`config.mk`:
```
export PLATFORM = sky130hd
export DESIGN_NAME = sosc_top
export DESIGN_NICKNAME = d
export VERILOG_FILES = /design/src/core/sosc_pkg.sv /design/src/core/sosc_top.sv
export VERILOG_INCLUDE_DIRS = /design/src /design/src/core
export SDC_FILE = /design/constraint.sdc
export NUM_CORES = 1
export LEC_CHECK = 0
export BUFFER_PORTS_ARGS = -buffer_cell sky130_fd_sc_hd__buf_4
export CAP_MARGIN = 20
export CORE_MARGIN = 4
export CORE_UTILIZATION = 50
export CTS_CLUSTER_DIAMETER = 120
export CTS_CLUSTER_SIZE = 25
export DETAILED_ROUTE_END_ITERATION = 6
export GPL_ROUTABILITY_DRIVEN = 0
export PLACE_DENSITY = 0.77
export SYNTH_ARGS = -nofsm -noshare
export SYNTH_HDL_FRONTEND = slang
export SYNTH_SLANG_ARGS = --single-unit
```
`constraint.sdc`:
```
create_clock -name clk_in -period 2.2 [get_ports clk_in]
set_input_delay 0.44 -clock clk_in [delete_from_list [all_inputs] [get_ports clk_in]]
set_output_delay 0.44 -clock clk_in [all_outputs]
set_load 0.01 [all_outputs]
```
`src/core/sosc_consts.svh`:
```
// strap-option startup controller constants
`ifndef SOSC_CONSTS_SVH
`define SOSC_CONSTS_SVH
`define SOSC_CLK_PERIOD_NS   10
`define SOSC_SPIN_STEP_S     12
// divide first so the product stays inside 32-bit integer arithmetic
`define SOSC_CYC_PER_S       (1000000000 / `SOSC_CLK_PERIOD_NS)
`define SOSC_SPIN_STEP_CYC   (`SOSC_SPIN_STEP_S * `SOSC_CYC_PER_S)
`define SOSC_ADDR_CTRL       8'h00
`define SOSC_ADDR_STATUS     8'h04
`define SOSC_ADDR_STRAPS     8'h08
`define SOSC_ADDR_DELAY      8'h0C
`define SOSC_CTRL_START_BIT  0
`define SOSC_ID_W            4
`define SOSC_CNT_W           32
// start-up tally width: step counter plus id bits
`define SOSC_WAIT_W          36
// edges from strap latch to the spindle output rising, no delay
`define SOSC_SPIN_LAT_CYC    36'h0_0000_0002
`endif

```
`src/core/sosc_pkg.sv`:
```
// types for the strap-option startup controller
package sosc_pkg;
  typedef enum logic [1:0]
  {
    SOSC_LATCH   = 2'b00,
    SOSC_WAIT    = 2'b01,
    SOSC_SPIN    = 2'b11,
    SOSC_HOLD    = 2'b10
  } sosc_state_t;
endpackage : sosc_pkg

```
`src/core/sosc_top.sv`:
```
// strap-option startup controller with wishbone status/control registers
// Function
// - straps sampled once after power-up reset; later changes ignored
// - force single-ended strap on: single-ended drivers whatever the sense
// - force strap off lets the differential sense line pick bus mode
// - no delay and no command strap: spindle starts right after power-up
// - command strap only: spindle waits for a start unit command
// - delay strap only: spindle waits bus id times twelve seconds
// - both straps: start on command, id delay ignored
// - write-protect strap on refuses all medium writes
// - parity-disable strap on stops parity checking and error reporting
`include "sosc_consts.svh"
module sosc_top
#(
  parameter logic [`SOSC_CNT_W-1:0] SPIN_STEP_CYC = `SOSC_SPIN_STEP_CYC
)
(
  input  wire logic                  clk_in,                    // 100 MHz
  input  wire logic                  rst_n_in,                  // power-on reset
  input  wire logic                  force_single_ended_strap_in, // jumper on
  input  wire logic                  delayed_spin_strap_in,     // jumper on
  input  wire logic                  motor_start_by_command_strap_in, // jumper
  input  wire logic                  write_protect_strap_in,    // jumper on
  input  wire logic                  parity_disable_strap_in,   // jumper on
  input  wire logic                  reserved_strap_in,         // unused jumper
  input  wire logic [`SOSC_ID_W-1:0] bus_id_in,                 // id jumpers
  input  wire logic                  diff_sense_in,             // high = lvd
  input  wire logic                  start_unit_in,             // command pulse
  input  wire logic                  wb_cyc_in,                 // wishbone cyc
  input  wire logic                  wb_stb_in,                 // wishbone stb
  input  wire logic                  wb_we_in,                  // write enable
  input  wire logic [7:0]            wb_adr_in,                 // byte address
  input  wire logic [3:0]            wb_sel_in,                 // byte selects
  input  wire logic [31:0]           wb_dat_in,                 // write data
  output logic      [31:0]           wb_dat_out,                // read data
  output logic                       wb_ack_out,                // ack
  output logic                       lvd_mode_out,              // 1 = lvd
  output logic                       spindle_run_out,           // spin motor
  output logic                       write_protect_out,         // refuse writes
  output logic                       parity_check_out,          // check parity
  output logic                       parity_report_out          // report errors
);
  import sosc_pkg::*;

  sosc_state_t            state;
  sosc_state_t            next_state;
  logic                   latched;
  logic                   s_se;
  logic                   s_ds;
  logic                   s_me;
  logic                   s_wp;
  logic                   s_pd;
  logic                   s_res;
  logic [`SOSC_ID_W-1:0]  s_id;
  logic [`SOSC_CNT_W-1:0] step_cnt;
  logic [`SOSC_ID_W-1:0]  steps_left;
  logic                   sw_start;
  logic                   start_req;

  wire wb_req    = wb_cyc_in & wb_stb_in & ~wb_ack_out;
  // the write lands on the edge at which the master sees ack, not before
  wire wr_ctrl   = wb_cyc_in & wb_stb_in & wb_ack_out & wb_we_in
                   & wb_sel_in[0] & (wb_adr_in == `SOSC_ADDR_CTRL);
  wire step_done = (step_cnt == SPIN_STEP_CYC - 1'b1);
  assign start_req = start_unit_in | sw_start;

  // straps are caught one clock after reset release, then frozen
  always_ff @(posedge clk_in or negedge rst_n_in)
  begin
    if (!rst_n_in)
    begin
      latched <= 1'b0;
      {s_se, s_ds, s_me, s_wp, s_pd, s_res} <= 6'h00;
      s_id <= '0;
    end
    else if (!latched)
    begin
      latched <= 1'b1;
      s_se  <= force_single_ended_strap_in;
      s_ds  <= delayed_spin_strap_in;
      s_me  <= motor_start_by_command_strap_in;
      s_wp  <= write_protect_strap_in;
      s_pd  <= parity_disable_strap_in;
      s_res <= reserved_strap_in;
      s_id  <= bus_id_in;
    end
  end

  always_comb
  begin
    next_state = state;
    unique case (state)
      SOSC_LATCH:
      begin
        if (latched)
        begin
          if (s_me)
            next_state = SOSC_HOLD;
          else if (s_ds && s_id != '0)
            next_state = SOSC_WAIT;
          else
            next_state = SOSC_SPIN;
        end
      end
      SOSC_WAIT:
        if (step_done && steps_left == 4'h1)
          next_state = SOSC_SPIN;
      SOSC_HOLD:
        if (start_req)
          next_state = SOSC_SPIN;
      SOSC_SPIN:
        next_state = SOSC_SPIN;
    endcase
  end

  always_ff @(posedge clk_in or negedge rst_n_in)
  begin
    if (!rst_n_in)
      state <= SOSC_LATCH;
    else
      state <= next_state;
  end

  // one 12 s step per unit of id
  always_ff @(posedge clk_in or negedge rst_n_in)
  begin
    if (!rst_n_in)
    begin
      step_cnt   <= '0;
      steps_left <= '0;
    end
    else if (state == SOSC_LATCH)
    begin
      step_cnt   <= '0;
      steps_left <= s_id;
    end
    else if (state == SOSC_WAIT)
    begin
      if (step_done)
      begin
        step_cnt   <= '0;
        steps_left <= steps_left - 1'b1;
      end
      else
        step_cnt <= step_cnt + 1'b1;
    end
  end

  always_ff @(posedge clk_in or negedge rst_n_in)
  begin
    if (!rst_n_in)
      sw_start <= 1'b0;
    else
      sw_start <= wr_ctrl & wb_dat_in[`SOSC_CTRL_START_BIT];
  end

  // option outputs; all safe until straps are latched
  always_ff @(posedge clk_in or negedge rst_n_in)
  begin
    if (!rst_n_in)
    begin
      lvd_mode_out      <= 1'b0;
      spindle_run_out   <= 1'b0;
      write_protect_out <= 1'b1;
      parity_check_out  <= 1'b0;
      parity_report_out <= 1'b0;
    end
    else
    begin
      lvd_mode_out      <= latched & ~s_se
                           & diff_sense_in;
      spindle_run_out   <= (state == SOSC_SPIN);
      write_protect_out <= ~latched | s_wp;
      parity_check_out  <= latched & ~s_pd;
      parity_report_out <= latched & ~s_pd;
    end
  end

  wire [31:0] rd_status = {28'h000_0000, latched, spindle_run_out,
                           state};
  wire [31:0] rd_straps = {20'h0_0000, s_id, 2'b00, s_res, s_pd, s_wp,
                           s_me, s_ds, s_se};
  wire [31:0] rd_delay  = {28'h000_0000, steps_left};
  wire [31:0] rd_mux    = (wb_adr_in == `SOSC_ADDR_STATUS) ? rd_status :
                          (wb_adr_in == `SOSC_ADDR_STRAPS) ? rd_straps :
                          (wb_adr_in == `SOSC_ADDR_DELAY)  ? rd_delay  :
                          32'h0000_0000;

  always_ff @(posedge clk_in or negedge rst_n_in)
  begin
    if (!rst_n_in)
    begin
      wb_ack_out <= 1'b0;
      wb_dat_out <= 32'h0000_0000;
    end
    else
    begin
      wb_ack_out <= wb_req;
      wb_dat_out <= wb_req ? rd_mux : 32'h0000_0000;
    end
  end

  logic [`SOSC_WAIT_W-1:0] spin_wait_cyc;
  // ideal wait: id whole steps plus the fixed latch-to-spin latency
  wire  [`SOSC_WAIT_W-1:0] spin_due_cyc =
    {{`SOSC_CNT_W{1'b0}}, s_id} * {{`SOSC_ID_W{1'b0}}, SPIN_STEP_CYC}
    + `SOSC_SPIN_LAT_CYC;

  // cycles from strap latch to spindle on, tallied apart from the delay
  // counter so the start-up checks do not lean on the logic they watch
  always_ff @(posedge clk_in or negedge rst_n_in)
  begin
    if (!rst_n_in)
      spin_wait_cyc <= '0;
    else if (latched && !spindle_run_out)
      spin_wait_cyc <= spin_wait_cyc + 1'b1;
  end
endmodule : sosc_top

```
==> metrics.txt <==
Top-Level Pins 99; final net count 463; worst skew pair latency 340 ps; Worst Path Arrival 2090 ps; DIE AREA 8198 um^2; number of global-route vias before repair between 2,000 and 3,000; Routed Antenna Nets 0; Min-Delay Path Class input pin to async pin; slew margin rel. between 60% and 70%; EDFF count, synth 0; average wire per standard cell roughly 15 um; Setup TNS 0 ps; PortBufs between 40 and 50; DPL Wire Length 5048 um; Setup violations, final 0; peak supply drop 0.3797 mV; Setup CP Type flip-flop to flip-flop; minimum clock period 1881 ps; largest net degree at the start of global routing 39; Routed WL 7186 um; Syn Inst Count 351; fillcell total 533; CTS Buffer Depth 2; worst slew pin tran 550.0 ps; FF/Latch Area 1628 um^2; Initial Util between 50% and 60%; tightest hold margin 12.39 ps; max cap viols 0; status finished clean; final hold vios 0; clock sinks 65; crit path launch type flip-flop; TritonCTS clock tree done; Post-synth ARST share 100.0%; CP Data Required Time around 2400 ps; fmax 0.5316 GHz; number of buffers created by CTS 9; antenna cells 0; max-slew violations 0; synth unique cells 49; Post-CTS Hold Fix Bufs 0; DIE WIDTH ~91 um; RSZ-0062 raised after global routing no; power per cell area 645.1 nW/um^2; Synth-to-Final Area Change 16.82%; DR pass1 iterations 5; layout cells sized above 1 21.53%; endpoint type of the worst setup path flip-flop; First DRT Iteration DRCs 128; total grt overflow 0; vias per inst 5.472; Clock Skews 13.15 ps; Yosys warning count 0; P_leak 1.869 nW; GRT Total Usage between 10% and 20%; Resized Gates After CTS 0; drt drc 0; average size of a mapped cell 9.707 um^2; Setup Buffers After CTS 0; core area 6495 um^2; synthesized cell area 3407 um^2; CP max FO 13; Vias between 2,000 and 3,000; Post-Route Utilization between 60% and 70%; Die Y 90.55 um; synthesized flop and latch total 65; clk root buf clkbuf_8; Tcrit/Tclk final roughly 86%; post-synthesis sequential area ratio 47.78%; Top FF cell, synth dfrtp_1; FP Rows 29; antenna violations before repair 0; H-Tree Depth 3; global-route wire length before repair roughly 12,000 um; Multi-input gate area 1569 um^2; Clk pin slew, worst setup/hold paths 80 ps
## cell usage after synthesis (2+ instances only)
cell type,instances,area [um^2]
a22oi_1,4,30.03
dfrtp_1,64,1602
a21o_1,3,22.52
nor3b_1,2,15.01
mux2_2,10,112.6
o21ai_0,11,55.05
buf_6,2,22.52
xnor2_1,5,43.79
nand2_1,24,90.09
buf_2,3,15.01
nor2_1,49,183.9
nor4b_1,3,26.28
or3_1,2,12.51
a21oi_1,8,40.04
xor2_1,17,148.9
mux2i_1,3,30.03
nand3_2,2,20.02
inv_1,12,45.04
and2_1,9,56.30
conb_1,2,7.510
clkbuf_1,6,22.52
ha_1,3,37.54
and3_1,5,31.28
and4_1,3,26.28
nor3_1,12,60.06
nand4_1,18,112.6
nor4_1,7,43.79
nand2b_1,3,18.77
nand3_1,16,80.08
buf_4,24,180.2
## cell usage in the layout, fill, tap and decap left out, drive strengths merged, types with 2 or more instances in the layout
cell and instances:
a21o 3, a21oi 8, a22oi 4, and2 9, and3 5, and4 3
buf 52, bufinv 2, clkbuf 12, clkinv 2, conb 23, dfrtp 64
ha 3, inv 12, mux2 10, mux2i 3, nand2 24, nand2b 3
nand3 18, nand4 19, nor2 49, nor3 12, nor3b 3, nor4 9
nor4b 4, o21ai 11, or3 2, xnor2 5, xor2 17
## layer usage
| metal | vias to the layer above | GRT usage (%) | part of all wire [%] |
|---|---|---|---|
| li1 | 1273 | - | - |
| met1 | 1276 | 24.02 | 43 |
| met2 | 69 | 30.88 | 50 |
| met3 | 14 | 4.250 | 5.0 |
| met4 | 0 | 6.505 | 1.6 |
| met5 | - | 0 | 0 |
## state kept, by name, indices dropped and copies added (netlist names), 2 cells and up
signal / count
s_id: 4
state: 2
step_cnt: 32
steps_left: 4
wb_dat_out: 10
## stage by stage
stage               power [mW]  area [um^2]  std cells  worst slack [ps]
floorplan                1.346         3486        372             384.4
global placement         1.396         3741        465             402.2
detailed placement       1.401         3741        465             320.8
CTS                      2.589         3980        481             291.4
global route             2.648         3980        481             187.8
finish                   2.568         3980        481             318.9
## worst max-delay path, cell delays in order (launching register included)
cell	delay (ps)
dfrtp_1	440
nor4b_2	340
nand4_1	220
o31ai_4	270
and2b_1	170
buf_4	190
o21ai_0	100
## kinds of logic after synthesis
family / Yosys count / share of synthesized area (%)
compound gates: 31 / 5.876
xor+xnor: 22 / 5.655
fa+ha+maj: 3 / 1.102
buf+inv: 48 / 8.483
flops: 65 / 47.78
mux: 13 / 4.187
other cells: 2 / 0.2204
simple gates: 167 / 26.70
## layout make-up
class,instances,share of cell area [%]
multi-input combinational,259,39.42
inverter,12,1.132
clock inverter,4,1.855
tap,77,2.421
timing repair buffer,52,10.12
sequential,65,40.90
clock buffer,12,4.150
## worst paths after layout
| path | startpoint | to | slack [ps] | cells past startpoint |
|---|---|---|---|---|
| min in group clk_in | wb_adr_in[2] | sw_start | 330 | 2 |
| worst max-delay path | step_cnt[19] | steps_left[1] | 320 | 6 |
| worst min register to register | s_pd | parity_report_out | 450 | 1 |
| worst min-delay path | rst_n_in | wb_dat_out[3] | 10 | 1 |
| max in group asynchronous | rst_n_in | s_se | 1680 | 2 |
| worst max register to register | step_cnt[19] | steps_left[1] | 320 | 6 |
## power breakdown
part,internal (mW),switching [mW],total (mW)
clock,0.731,0.460,1.19
combinational,0.0640,0.0689,0.133
sequential,1.22,0.0238,1.24
total,2.01,0.553,2.57
No activity file was read; power rests on OpenSTA's default activity.
